`src/rtl/sbt_pkg.sv`:
```
// constants and types shared by the buzzer tone generator files
// assumes a 100 MHz core clock and a 32.768 kHz nominal oscillator rate
package sbt_pkg;
	// core clock and nominal low-speed oscillator rate
	localparam int unsigned SBT_CLK_HZ = 100_000_000;
	localparam int unsigned SBT_OSC_HZ = 32768;
	// register byte offsets
	localparam logic [11:0] SBT_ADDR_CLK = 12'h000;
	localparam logic [11:0] SBT_ADDR_CTL = 12'h004;
	localparam logic [11:0] SBT_ADDR_FREQ = 12'h008;
	localparam logic [11:0] SBT_ADDR_DUTY = 12'h00c;
	// field positions
	localparam int SBT_CLKE_BIT = 0;
	localparam int SBT_RUN_BIT = 0;
	localparam int SBT_MODE_LSB = 2;
	localparam int SBT_TIME_LSB = 4;
	// reset values
	localparam logic SBT_CLKE_RST = 1'b0;
	localparam logic [2:0] SBT_FREQ_RST = 3'h0;
	localparam logic [2:0] SBT_DUTY_RST = 3'h0;
	localparam logic [1:0] SBT_TIME_RST = 2'h0;
	// volume levels: code 0 loudest, code 7 softest
	localparam logic [2:0] SBT_LVL_MAX = 3'h0;
	localparam logic [2:0] SBT_LVL_MIN = 3'h7;
	// tone period in half oscillator ticks: base plus step per code
	localparam logic [5:0] SBT_PER_BASE = 6'h10;
	localparam logic [5:0] SBT_PER_STEP = 6'h04;
	// high time numerators for the short and the long period groups
	localparam logic [5:0] SBT_HI_SHORT = 6'h08;
	localparam logic [5:0] SBT_HI_LONG = 6'h0c;
	// shortest one-shot or envelope interval, in ms, and as oscillator ticks
	localparam real SBT_T0_MS = 15.625;
	localparam int SBT_T0_TICKS = $rtoi(SBT_T0_MS * SBT_OSC_HZ / 1000.0);
	typedef enum logic [1:0] {SBT_NORMAL, SBT_ONESHOT, SBT_ENVELOPE, SBT_RESERVED} sbt_mode_t;
	typedef enum logic {SBT_IDLE, SBT_PLAY} sbt_state_t;
endpackage

```
`src/rtl/sbt_osc_tick.sv`:
```
// enable pulse generator standing in for the gated oscillator clock
// assumes one core clock; tick rate is an exact average of TICK_HZ
`timescale 1ns/1ps
module sbt_osc_tick #(
	parameter int unsigned CLK_HZ = 100_000_000,
	parameter int unsigned TICK_HZ = 65536
) (
	input wire logic core_clk,
	input wire logic sys_rst,
	input wire logic enable,
	output logic tick
);
	logic [31:0] acc;
	logic [32:0] sum;

	// phase accumulator, frozen while the clock supply is off
	assign sum = {1'b0, acc} + 33'(TICK_HZ);
	always_ff @(posedge core_clk) begin
		if (sys_rst) begin
			acc <= 32'h0;
			tick <= 1'b0;
		end else if (enable) begin
			if (sum >= 33'(CLK_HZ)) begin
				acc <= 32'(sum - 33'(CLK_HZ));
				tick <= 1'b1;
			end else begin
				acc <= sum[31:0];
				tick <= 1'b0;
			end
		end else begin
			tick <= 1'b0;
		end
	end
endmodule

```
`src/rtl/sbt_tone_wave.sv`:
```
// square wave with programmable period and high time
// assumes step pulses at twice the oscillator rate
`timescale 1ns/1ps
module sbt_tone_wave (
	input wire logic core_clk,
	input wire logic sys_rst,
	input wire logic step,
	input wire logic run,
	input wire logic [2:0] freqSel,
	input wire logic [2:0] dutySel,
	output logic wave
);
	import sbt_pkg::*;
	logic pre;
	logic [5:0] cnt;
	logic [5:0] period;
	logic [5:0] highCnt;

	// period 16/20/24/28 half ticks, doubled by the prescaler for codes 4-7
	assign period = SBT_PER_BASE + 6'(SBT_PER_STEP * freqSel[1:0]);
	assign highCnt = (freqSel[1] ? SBT_HI_LONG : SBT_HI_SHORT) - {3'h0, dutySel};
	assign wave = run && (cnt < highCnt);

	// phase counter, held at zero while no tone plays; wraps at once if the period shrinks mid-tone
	always_ff @(posedge core_clk) begin
		if (sys_rst || !run) begin
			pre <= 1'b0;
			cnt <= 6'h0;
		end else if (step) begin
			pre <= freqSel[2] ? ~pre : 1'b0;
			if (!freqSel[2] || pre) begin
				cnt <= (cnt >= period - 6'h1) ? 6'h0 : cnt + 6'h1;
			end
		end
	end
endmodule

```
`src/rtl/sbt_tone_gen.sv`:
```
// buzzer tone generator: APB registers, mode control, complementary outputs
// assumes a synchronous APB master on core_clk and pins muxed outside
//
// Summary of operation
// - all tone and timing derive from a 32.768 kHz oscillator tick
// - clock enable resets to 0 and blocks the oscillator tick
// - frequency codes 0-7 give 4096 down to 1170.3 Hz, reset 0
// - volume sets duty (8-n) or (12-n) over 16/20/24/28 steps
// - volume resets to code 0 loudest, code 7 softest
// - envelope mode ignores the software volume field
// - mode field: 0 normal, 1 one-shot, 2 envelope, 3 reserved
// - normal mode tone follows the run bit, never stops alone
// - one-shot trigger plays tone, stops itself after selected time
// - envelope trigger starts loudest, steps down, ends at softest
// - two outputs: tone and its exact complement
// - frequencies and times scale with the oscillator rate
// - normal mode: write 1 starts, write 0 stops tone
// - time field picks 15.63, 31.25, 62.5 or 125 ms, reset 0
// - run bit reads 1 while playing, clears itself at a one-shot or envelope end, write 0 stops
// - envelope duty steps down one level per selected interval
//
// The APB register port and the register addresses are this design's own decisions.
`timescale 1ns/1ps
module sbt_tone_gen #(
	parameter int unsigned OSC_HZ = sbt_pkg::SBT_OSC_HZ
) (
	input wire logic core_clk,
	input wire logic sys_rst,
	input wire logic [11:0] paddr,
	input wire logic psel,
	input wire logic penable,
	input wire logic pwrite,
	input wire logic [31:0] pwdata,
	output logic [31:0] prdata,
	output logic pready,
	output logic pslverr,
	output logic toneOut,
	output logic toneOutN
);
	import sbt_pkg::*;

	logic clkEn;
	logic [2:0] freqSel;
	logic [2:0] volSel;
	sbt_mode_t modeSel;
	logic [1:0] timeSel;
	sbt_state_t state;
	logic [2:0] level;
	logic [12:0] timeCnt;
	logic [12:0] interval;
	logic halfTick;
	logic oscPhase;
	logic oscTick;
	logic timeDone;
	logic endNow;
	logic wave;
	logic [2:0] dutyEff;
	logic access;
	logic wrEn;
	logic wrCtl;
	logic trigger;
	logic playing;
	logic mapped;
	logic [31:0] next_prdata;

	// apb decode; a write lands on the completing edge only
	assign access = psel && penable && pready;
	assign wrEn = access && pwrite;
	assign wrCtl = wrEn && (paddr == SBT_ADDR_CTL);
	assign trigger = wrCtl && pwdata[SBT_RUN_BIT];
	assign playing = (state == SBT_PLAY);
	assign mapped = (paddr == SBT_ADDR_CLK) || (paddr == SBT_ADDR_CTL) ||
		(paddr == SBT_ADDR_FREQ) || (paddr == SBT_ADDR_DUTY);

	// double-rate half ticks let the 4096 Hz tone reach sixteenth duty steps
	sbt_osc_tick #(
		.CLK_HZ(SBT_CLK_HZ),
		.TICK_HZ(2 * OSC_HZ)
	) u_tick (
		.core_clk(core_clk),
		.sys_rst(sys_rst),
		.enable(clkEn),
		.tick(halfTick)
	);

	// every second half tick is one oscillator period
	always_ff @(posedge core_clk) begin
		if (sys_rst) begin
			oscPhase <= 1'b0;
		end else if (halfTick) begin
			oscPhase <= ~oscPhase;
		end
	end
	assign oscTick = halfTick && oscPhase;

	// apb wait state: one cycle, then data and error from flops
	always_ff @(posedge core_clk) begin
		if (sys_rst) begin
			pready <= 1'b0;
			prdata <= 32'h0;
			pslverr <= 1'b0;
		end else begin
			pready <= psel && penable && !pready;
			prdata <= next_prdata;
			pslverr <= psel && penable && !pready && !mapped;
		end
	end

	// read mux; unmapped reads as zero
	always_comb begin
		next_prdata = 32'h0;
		if (psel && !pwrite) begin
			case (paddr)
				SBT_ADDR_CLK: next_prdata[SBT_CLKE_BIT] = clkEn;
				SBT_ADDR_CTL: begin
					next_prdata[SBT_RUN_BIT] = playing;
					next_prdata[SBT_MODE_LSB +: 2] = modeSel;
					next_prdata[SBT_TIME_LSB +: 2] = timeSel;
				end
				SBT_ADDR_FREQ: next_prdata[2:0] = freqSel;
				SBT_ADDR_DUTY: next_prdata[2:0] = volSel;
				default: next_prdata = 32'h0;
			endcase
		end
	end

	// clock supply enable
	always_ff @(posedge core_clk) begin
		if (sys_rst) begin
			clkEn <= SBT_CLKE_RST;
		end else if (wrEn && paddr == SBT_ADDR_CLK) begin
			clkEn <= pwdata[SBT_CLKE_BIT];
		end
	end

	// mode and time fields
	always_ff @(posedge core_clk) begin
		if (sys_rst) begin
			modeSel <= SBT_NORMAL;
			timeSel <= SBT_TIME_RST;
		end else if (wrCtl) begin
			modeSel <= sbt_mode_t'(pwdata[SBT_MODE_LSB +: 2]);
			timeSel <= pwdata[SBT_TIME_LSB +: 2];
		end
	end

	// frequency and volume fields
	always_ff @(posedge core_clk) begin
		if (sys_rst) begin
			freqSel <= SBT_FREQ_RST;
			volSel <= SBT_DUTY_RST;
		end else if (wrEn) begin
			if (paddr == SBT_ADDR_FREQ) begin
				freqSel <= pwdata[2:0];
			end
			if (paddr == SBT_ADDR_DUTY) begin
				volSel <= pwdata[2:0];
			end
		end
	end

	// interval timer in oscillator ticks: 512 << code
	assign interval = 13'(SBT_T0_TICKS) << timeSel;
	assign timeDone = playing && oscTick && (timeCnt == interval - 13'h1);
	always_ff @(posedge core_clk) begin
		if (sys_rst || trigger || !playing) begin
			timeCnt <= 13'h0;
		end else if (oscTick) begin
			timeCnt <= timeDone ? 13'h0 : timeCnt + 13'h1;
		end
	end

	// self-stop for one-shot expiry and envelope reaching the softest step
	always_comb begin
		case (modeSel)
			SBT_ONESHOT: endNow = timeDone;
			SBT_ENVELOPE: endNow = timeDone && (level == SBT_LVL_MIN - 3'h1);
			default: endNow = 1'b0;
		endcase
	end

	// play state: a software write wins over a same-cycle self-stop
	always_ff @(posedge core_clk) begin
		if (sys_rst) begin
			state <= SBT_IDLE;
		end else begin
			case (state)
				SBT_IDLE: begin
					if (trigger) begin
						state <= SBT_PLAY;
					end
				end
				SBT_PLAY: begin
					if (wrCtl && !pwdata[SBT_RUN_BIT]) begin
						state <= SBT_IDLE;
					end else if (!trigger && endNow) begin
						state <= SBT_IDLE;
					end
				end
				default: state <= SBT_IDLE;
			endcase
		end
	end

	// envelope level, restarted at the loudest step on every trigger
	always_ff @(posedge core_clk) begin
		if (sys_rst || trigger) begin
			level <= SBT_LVL_MAX;
		end else if (modeSel == SBT_ENVELOPE && timeDone && level != SBT_LVL_MIN) begin
			level <= level + 3'h1;
		end
	end
	assign dutyEff = (modeSel == SBT_ENVELOPE) ? level : volSel;

	sbt_tone_wave u_wave (
		.core_clk(core_clk),
		.sys_rst(sys_rst),
		.step(halfTick),
		.run(playing),
		.freqSel(freqSel),
		.dutySel(dutyEff),
		.wave(wave)
	);

	// complementary pin drivers
	always_ff @(posedge core_clk) begin
		if (sys_rst) begin
			toneOut <= 1'b0;
			toneOutN <= 1'b1;
		end else begin
			toneOut <= wave;
			toneOutN <= ~wave;
		end
	end
endmodule

```
`config.mk`:
```
export PLATFORM = sky130hd
export DESIGN_NAME = sbt_tone_gen
export DESIGN_NICKNAME = d
export VERILOG_FILES = /design/src/rtl/sbt_pkg.sv /design/src/rtl/sbt_osc_tick.sv /design/src/rtl/sbt_tone_wave.sv /design/src/rtl/sbt_tone_gen.sv
export SDC_FILE = /design/constraint.sdc
export NUM_CORES = 1
export LEC_CHECK = 0
export BUFFER_PORTS_ARGS = -buffer_cell sky130_fd_sc_hd__buf_2
export CORE_MARGIN = 5
export CORE_UTILIZATION = 60
export DETAILED_ROUTE_END_ITERATION = 8
export PLACE_DENSITY = 0.95
export SLEW_MARGIN = 20
export SYNTH_ARGS = -nofsm -noshare
export SYNTH_HDL_FRONTEND = slang
export SYNTH_SLANG_ARGS = --single-unit
export TNS_END_PERCENT = 5
```
`constraint.sdc`:
```
create_clock -name core_clk -period 8.6 [get_ports core_clk]
set_clock_uncertainty 0.2 [all_clocks]
set_input_delay 0.43 -clock core_clk [delete_from_list [all_inputs] [get_ports core_clk]]
set_output_delay 0.43 -clock core_clk [all_outputs]
set_load 0.02 [all_outputs]
```
==> run metrics, run 1 <==
status completed; static leakage 0.00173 µW; Seq/Total Area, Yosys 0.329; row count 31; Async S/R FF share, synth 0; routed vias 3688; Mapped Cells 513; drt wl/cell 15.3 µm; Area contributors post-synth dfxtp_1 (33%), nor2_1 (7.0%), ha_1 (5.8%); Chip Width 94.8 µm; FF+latch area 1420 µm²; CP Launch Point u_tick.acc[16]; DRC 0; CTS Buf Count 9; Max Fclk 0.242 GHz; Crit path required time 8.64 ns; initial antenna violation count 0; setup TNS 0 ns; Vias/cell 5.80; CTS H-tree lvls 3; number of synthesized register bits 71; Synth area leader dfxtp_1; final core utilization 0.645; Tmin final 4.14 ns; Ant. Diodes 0; Max VDD drop 0.0807 mV; clock root buffer clkbuf_8; RD Place Congestion 0.915; nature of the critical path startpoint register; clk_lat worst skew 0.36 ns; GRT Util Overall 0.229; Most Crowded Layer GR met2; Post-synth EDFFs 0; crit path kind reg -> reg; CP arrival 4.18 ns; Final Hold Violating Endpoints 0; Yosys warnings 0; setup violators final 0; Worst setup EP type register; maxcap violations 0; CTS tree done; fraction of layout cells with a size suffix above 1 0.125; fill cell count 580; unrepaired setup endpoints after global routing no; # hold bufs at CTS 0; PwrDens 139 nW/µm²; fin area 4610 µm²; Max FO, Critical Path 13; met2 Track Usage GR 0.412; global-route wire length before repair 16300 µm; Placed Area 4410 µm²; Min-Delay Path Class in -> reg; multi-input logic area 2640 µm²; worst rel slew slack 0.397; Final #Nets 603; Slew Viols, Final 0; I/O pin count 85; GR Layer Usage met1 0.250; GRT Residual Overflow 0; die height 94.8 µm; clock-pin slew on the worst setup and hold paths 0.07 ns; pin count of the biggest net entering global routing 52; Detailed Route WL 9720 µm; Distinct cells, synth 72; detailed placement HPWL 6680 µm; CTS Buffer Depth 2; Yosys top cell area share 0.329; total die area 9000 µm²; clock sink count 71; worst slew pin tran 0.904 ns; Initial Utilization 0.605; GR Util met3 0.0518; core box area 7140 µm²; reg2reg start u_tick.acc[16]; DRT Pass-1 Iters 6; CTS resizes 0; vias in the first global route 3660; Tot Pwr 638 µW; post-CTS setup repair buffer count 0; number of port buffers 32; hold path start pwdata[4]; final period utilization 0.481; Post-DRT Antenna Nets 0; Area Overhead vs Synth 6.63%; Mapped Avg Cell Area 8.42 µm²; DRT iter0 DRCs 213; Most used DFF post-synth dfxtp_1; Syn Std Cell Area 4320 µm²
## cells by family (layout without fill, tap and decap cells)
group / count (synthesis) / after routing / share of synthesized area
simple gates: 212 / 212 / 0.259
flops: 71 / 71 / 0.329
fa+ha+maj: 20 / 20 / 0.0579
compound gates: 77 / 77 / 0.121
other cells: 1 / 26 / 0.000868
buf+inv: 64 / 63 / 0.0823
xor+xnor: 40 / 40 / 0.0829
mux: 28 / 28 / 0.0675
## area by class of cell
type / instances / share of cell area
clock buffers: 10 / 0.0277
clock inverters: 4 / 0.0158
inverters: 17 / 0.0139
multi-input cells: 403 / 0.572
flip-flops and latches: 71 / 0.309
well taps: 99 / 0.0269
repair buffers: 32 / 0.0348
## layer usage
layer / part of all wire / wire length [µm] / vias up
li1: - / - / 1762
met1: 0.39 / 3750 / 1723
met2: 0.52 / 5080 / 156
met3: 0.056 / 540 / 47
met4: 0.036 / 349 / 0
met5: 0 / 0 / -
## final timing paths
path / cells after the start / end / slack [ns]
max reg2reg: 10 / u_tick.acc[26] / 4.46
min reg2reg: 1 / pready / 0.28
max: 10 / u_tick.acc[26] / 4.46
min: 3 / timeSel[0] / 0.12
## power by group
group	total, µW	internal (µW)	leakage [µW]	switching [µW]
logic	24.8	5.66	0.00106	19.1
clock network	284	160	0.0000982	124
registers	329	329	0.000572	0.189
## cells in the mapped netlist, drive strengths merged, types with 3 or more instances
| library cell | count |
|---|---|
| a31o | 3 |
| nor4 | 4 |
| nand2 | 32 |
| ha | 20 |
| nor2b | 6 |
| nand3 | 23 |
| or3 | 3 |
| o21ai | 14 |
| nor2 | 80 |
| dfxtp | 71 |
| nor3b | 4 |
| or2 | 3 |
| xor2 | 22 |
| inv | 17 |
| o21a | 3 |
| nand4 | 9 |
| a21oi | 24 |
| a31oi | 5 |
| or4 | 4 |
| and2 | 5 |
| mux2i | 22 |
| and3 | 5 |
| nand2b | 8 |
| clkbuf | 13 |
| nand3b | 6 |
| a211oi | 7 |
| buf | 34 |
| mux2 | 6 |
| nor3 | 14 |
| xnor2 | 18 |
## registers in the layout (all words and copies together), names as in the netlist, 3 cells and up
signal and cells:
u_tick.acc 24, timeCnt 13, prdata 6, u_wave.cnt 6, freqSel 3, level 3
volSel 3
## through the flow
stage | worst slack, ns | hold slack, ns | std cells
2_1_floorplan | 5.42 | 0.246 | 538
3_3_place_gp | 4.61 | 0.244 | 622
3_5_place_dp | 4.54 | 0.255 | 622
4_1_cts | 4.52 | 0.116 | 636
5_1_grt | 4.24 | 0.125 | 636
6_report | 4.46 | 0.119 | 636
## cells in the final DEF, fill, tap and decap left out, types with 18 or more instances in the layout
cell type  netlist  final
nor2_1          80     80
xnor2_1         18     18
nand2_1         31     31
conb_1           1     26
mux2i_1         22     22
xor2_1          21     21
ha_1            20     20
a21oi_1         24     24
nand3_1         21     21
dfxtp_1         71     71
buf_2            6     32
## worst max-delay path: stages (launching register included)
cell	delay, ns
dfxtp_1	0.53
ha_1	0.46
xor2_1	0.21
nor3b_1	0.18
a221oi_1	0.41
nor2_1	0.19
a211oi_2	0.76
and2_1	0.45
o2111a_1	0.22
o21ai_1	0.08
mux2_4	0.34
Power figures use the tool's default switching activity.
==> run 2, diff against run 1 <==
Settings changed: ABC_AREA from default to 1, CORE_UTILIZATION 60 to 51, PLACE_DENSITY 0.95 to 0.86.
Clock period 8.6 ns to 3.7 ns, I/O delays scaled along.
==> run 2 against run 1 <==
Global-route usage down 3.7 points; power rose by 140%; non-clock buffer count is 12 higher; worst setup slack lost 3.6 ns; critical endpoint is now u_tick.acc[10]; hold slack lost 0.058 ns; count of clock-buffer cells in the layout grew 2; maximum frequency grew 48%; sequential share of layout area down 2.9 points; routed wire length grew 9.5%; largest power group unchanged; flip-flop and latch count stayed put; first-iteration DRC count is 16% higher; critical path type unchanged.
==> run metrics, run 2 <==
GRT Util Overall 0.192; Crit path required time 3.76 ns; Distinct cells, synth 39; fraction of layout cells with a size suffix above 1 0.0997; clock root buffer clkbuf_8; GRT Residual Overflow 0; Initial Utilization 0.526; number of synthesized register bits 71; Switching Share 0.224; DRT Pass-1 Iters 8; Synth area leader dfxtp_1; Post-DRT Antenna Nets 0; largest family of logic cells by synthesized area simple AND/OR/NAND/NOR gates; CP top delay family simple AND/OR/NAND/NOR gates; Largest regs u_tick.acc x24, timeCnt x13; CTS tree done; worst hold slack 0.0608 ns; Placed Area 4750 µm²; Placed Cells 814; Final Hold Violating Endpoints 0; Area contributors post-synth dfxtp_1 (31%), nand2_1 (11%), inv_1 (7.7%); DRT iter0 DRCs 247; Min-Delay Path Class in -> reg; fill cell count 776; Mapped Cells 686; Most flops, register u_tick.acc; Chip Width 105 µm; multiplexer area fraction after synthesis 0; Area Overhead vs Synth 10.2%; pin count of the biggest net entering global routing 36; global-route wire length before repair 18100 µm; detailed placement HPWL 7790 µm; Max Fclk 0.357 GHz; maxcap violations 0; clock sink count 71; Tmin final 2.80 ns; final period utilization 0.757; setup violators final 0; worst slew pin tran 0.727 ns; Yosys warnings 0; Seq/Total Area, Yosys 0.308; Async S/R FF share, synth 0; most frequent cells in the layout nand2_1 (134), inv_1 (94), nor2_1 (91); Post-synth EDFFs 0; Finished Layout Cells 840; die height 105 µm; max FFs per register 24; internal power 1200 µW; CTS Buffer Depth 2; Mapped Avg Cell Area 6.72 µm²; setup TNS 0 ns; Slowest-stage cell, CP dfxtp_1; unrepaired setup endpoints after global routing no; drt wl/cell 12.7 µm; vias in the first global route 4086; commonest non-fill, non-tap cell in the layout nand2_1; Worst setup EP type register; Adder-Cell Fraction of Synth Area 0.0543; Yosys top cell area share 0.308; total die area 11000 µm²; CTS H-tree lvls 3; Post-Synth Simple-Gate Area 0.358; fin area 5080 µm²; Slew Viols, Final 0; Flop pwr share 0.494; static leakage 0.00213 µW; top-count cell post-synth nand2_1; post-synthesis compound-gate area fraction 0.0928; RD Place Congestion 0.883; routed vias 4453; CTS resizes 0; core box area 8760 µm²; Vias/cell 5.30; crit path kind reg -> reg; Post-Synth XOR/XNOR Area 0.0513; initial antenna violation count 0; CP cell instances ha_1 > nand3_1 > nor2_1 > nand2_1 > nand2_2 > inv_1 > nand3_2 > nor2_1 > nor2_2 > nand3_4 > nand2_2 > nand2_1 > a21oi_1; flop2flop setup slack 0.90 ns; Detailed Route WL 10600 µm; Max VDD drop 0.227 mV; Worst Path Buf+Inv 1; CP arrival 2.86 ns; worst rel slew slack 0.515; clock-pin slew on the worst setup and hold paths 0.08 ns; DRC 0; net load switching power 346 µW; Most used DFF post-synth dfxtp_1; number of port buffers 32; clk_lat worst skew 0.34 ns; Final #Nets 796; Combinational Power Share 0.042; nature of the critical path startpoint register; Max FO, Critical Path 25; status completed; Syn Std Cell Area 4610 µm²; row count 34; CTS Buf Count 9; Ant. Diodes 0; clock power share 0.465; I/O pin count 85; Synth top cells by count nand2_1 (134), inv_1 (94), nor2_1 (91), dfxtp_1 (71), nand3_1 (63); PwrDens 305 nW/µm²; Worst path max stage delay 0.41 ns
[run 2: final cells by class]
class,instances,area (µm²),area share
Clock buffer,12,155,0.0305
Multi-Input combinational cell,506,2660,0.524
Tap cell,108,135,0.0266
Inverter,95,357,0.0702
Timing Repair Buffer,44,275,0.0542
Clock inverter,4,76.3,0.0150
Sequential cell,71,1420,0.280
[run 2: worst reg2reg max path: cells and delay by family (launching register included)]
| family | cells | cell delay (ns) |
|---|---|---|
| AND/OR/NAND/NOR | 10 | 1.66 |
| AO/OA/AOI/OAI | 1 | 0.14 |
| flip-flops | 1 | 0.41 |
| adder cells (fa/ha/maj) | 1 | 0.23 |
| buffers and inverters | 1 | 0.09 |
[run 2: worst paths after layout]
kind / from / endpoint / depth (start not counted)
worst max register to register: u_tick.acc[16] / u_tick.acc[10] / 13
worst min register to register: u_wave.pre / u_wave.pre / 2
worst min-delay path: paddr[2] / prdata[2] / 4
worst max-delay path: u_tick.acc[16] / u_tick.acc[10] / 13
[run 2: layer usage]
metal	part of all wire	GRT usage
met5	0	0
met4	0.023	0.0785
met2	0.49	0.333
met1	0.42	0.236
met3	0.072	0.0290
[run 2: timing repair]
| item | in CTS | in global routing |
|---|---|---|
| setup buffers | 0 | 0 |
| hold buffers | 10 | 0 |
| endpoints found under the setup margin | 0 | 0 |
| hold endpoints to repair | 16 | 0 |
[run 2: power groups by stage]
stage	logic [µW]	clock network [µW]	registers, µW
4_1_cts	62.7	730	765
5_1_grt	68.9	765	765
3_3_place_gp	53.3	0	783
6_report	64.3	720	765
2_1_floorplan	56.6	0	784
3_5_place_dp	54.6	0	783
[run 2: logic make-up (layout without fill, tap and decap cells)]
| group | count (synthesis) | after routing |
|---|---|---|
| AO/OA/AOI/OAI | 73 | 73 |
| XOR/XNOR | 27 | 27 |
| adder cells (fa/ha/maj) | 20 | 20 |
| buffers and inverters | 134 | 155 |
| flip-flops | 71 | 71 |
| other | 1 | 26 |
| AND/OR/NAND/NOR | 360 | 360 |
[run 2: stage by stage]
| step | utilization | setup slack (ns) | total power, µW |
|---|---|---|---|
| 2_1_floorplan | - | 1.45 | 840 |
| 3_3_place_gp | 0.542 | 0.983 | 836 |
| 3_5_place_dp | 0.542 | 0.921 | 837 |
| 4_1_cts | 0.580 | 0.905 | 1560 |
| 5_1_grt | 0.580 | 0.566 | 1600 |
| 6_report | 0.580 | 0.900 | 1550 |
==> run 3, diff against run 2 <==
Settings changed: ABC_AREA 1 to 0, CORE_UTILIZATION 51 to 50, PLACE_DENSITY 0.86 to 0.85.
Clock period 3.7 ns to 2.42 ns, I/O delays scaled along.
==> run 3 against run 2 <==
The run now ends with negative setup slack left; die area down 4.0%; maximum frequency down 9.2%; critical path depth down 2; core utilization up 8.5 points; power up 47%; final area up 12%; critical endpoint is now u_tick.acc[21]; highest routed layer unchanged.
==> run metrics, run 3 (synthesis gave the netlist of run 1 again) <==
fraction of layout cells with a size suffix above 1 0.306; pin count of the biggest net entering global routing 32; die height 103 µm; Area Overhead vs Synth 31.6%; Most flops, register u_tick.acc; Largest regs u_tick.acc x24, timeCnt x13; CTS H-tree lvls 3; Min-Delay Path Class in -> reg; Worst setup EP type register; commonest non-fill, non-tap cell in the layout buf_4; Flop pwr share 0.511; internal power 1730 µW; final period utilization 1.27; drt wl/cell 16.0 µm; Worst Path Buf+Inv 1; fin area 5680 µm²; Crit path depth 11; worst rel slew slack 0.608; routed vias 4205; CP arrival 3.12 ns; GRT Util Overall 0.230; Final Hold Violating Endpoints 0; crit path kind reg -> reg; Max VDD drop 0.266 mV; setup violators final 27; global-route wire length before repair 19400 µm; Vias/cell 5.61; worst hold stages 4; reg2reg start u_tick.acc[16]; fill cell count 640; DRT Pass-1 Iters 5; nature of the critical path startpoint register; maxcap violations 0; Initial Utilization 0.505; worst hold slack 0.0340 ns; failing checks negative setup slack; worst slew pin tran 0.588 ns; core box area 8550 µm²; hold path start pwrite; DRC 0; Chip Width 103 µm; row count 34; CP cell instances ha_4 > buf_4 > nand3_4 > o32a_1 > a21bo_2 > nor3_4 > a31oi_4 > a21oi_2 > a21oi_1 > nor4_1 > mux2_1; Post-DRT Antenna Nets 0; Detailed Route WL 12000 µm; max FFs per register 24; Ant. Diodes 0; I/O pin count 85; Switching Share 0.240; initial antenna violation count 0; Combinational Power Share 0.047; static leakage 0.00230 µW; DRT iter0 DRCs 228; CP Launch Point u_tick.acc[16]; CP top delay family compound AO/OA/AOI/OAI gates; CTS Buffer Depth 2; detailed placement HPWL 8090 µm; net load switching power 549 µW; clock power share 0.442; most frequent cells in the layout buf_4 (81), nor2_1 (78), dfxtp_1 (65); Final WS setup -0.663 ns; Worst path max stage delay 0.41 ns; Crit path required time 2.46 ns; RD Place Congestion 0.918; clock sink count 71; PwrDens 402 nW/µm²; R2R depth 11; setup TNS -12.72 ns; Slowest-stage cell, CP dfxtp_4; number of port buffers 32; clock root buffer clkbuf_8; clk_lat worst skew 0.35 ns; Final #Nets 705; Tmin final 3.08 ns; clock-pin slew on the worst setup and hold paths 0.08 ns; status finished with violations; total die area 10600 µm²; CTS Buf Count 9; unrepaired setup endpoints after global routing yes; vias in the first global route 4215; GRT Residual Overflow 0; Max Fclk 0.324 GHz; CTS tree done; Placed Area 5050 µm²; Slew Viols, Final 0; Max FO, Critical Path 5
==> run 3: what timing repair did <==
item                       CTS  global route
hold endpoints to repair    17             0
hold buffers                14             0
pin swaps                   15            10
setup endpoints to repair   28            35
buffers inserted             4             3
gates resized for setup     35            21
==> run 3: worst paths after layout <==
kind | to | slack (ns)
min | prdata[0] | 0.03
max | u_tick.acc[21] | -0.66
min reg2reg | u_wave.pre | 0.29
max reg2reg | u_tick.acc[21] | -0.66
==> run 3: stage by stage <==
step	setup WS (ns)	utilization	cells	power, µW
2_1_floorplan	-0.676	-	538	1290
3_3_place_gp	-0.618	0.590	712	1280
3_5_place_dp	-0.744	0.590	712	1280
4_1_cts	-0.556	0.649	746	2290
5_1_grt	-0.867	0.665	749	2370
6_report	-0.663	0.665	749	2280
==> run 3: area by class of cell <==
type,instances,area [µm²],share of cell area
inverter,17,66.3,0.0117
sequential,71,1440,0.253
timing repair buffer,134,996,0.175
clock inverter,4,51.3,0.00902
clock buffer,12,155,0.0273
tap,108,135,0.0238
multi-input combinational,403,2840,0.500
==> run 3: power by group through the flow <==
stage	clock [µW]	sequential, µW	combinational [µW]
6_report	1010	1170	108
2_1_floorplan	0	1200	91.0
4_1_cts	1020	1170	104
3_5_place_dp	0	1200	87.8
3_3_place_gp	0	1200	85.2
5_1_grt	1090	1170	116
==> run 3: layer usage <==
layer  global-route usage  up-vias  part of all wire
li1                     -     1971                 -
met1                0.264     2032              0.39
met2                0.409      157              0.52
met3               0.0501       45             0.057
met4                0.101        0             0.034
met5                    0        -                 0
==> run 3: worst register-to-register path, stage by stage (launching register included) <==
cell and delay, ns:
dfxtp_4 0.41, ha_4 0.20, buf_4 0.15, nand3_4 0.11, o32a_1 0.34, a21bo_2 0.25, nor3_4 0.22, a31oi_4 0.14
a21oi_2 0.22, a21oi_1 0.09, nor4_1 0.31, mux2_1 0.35
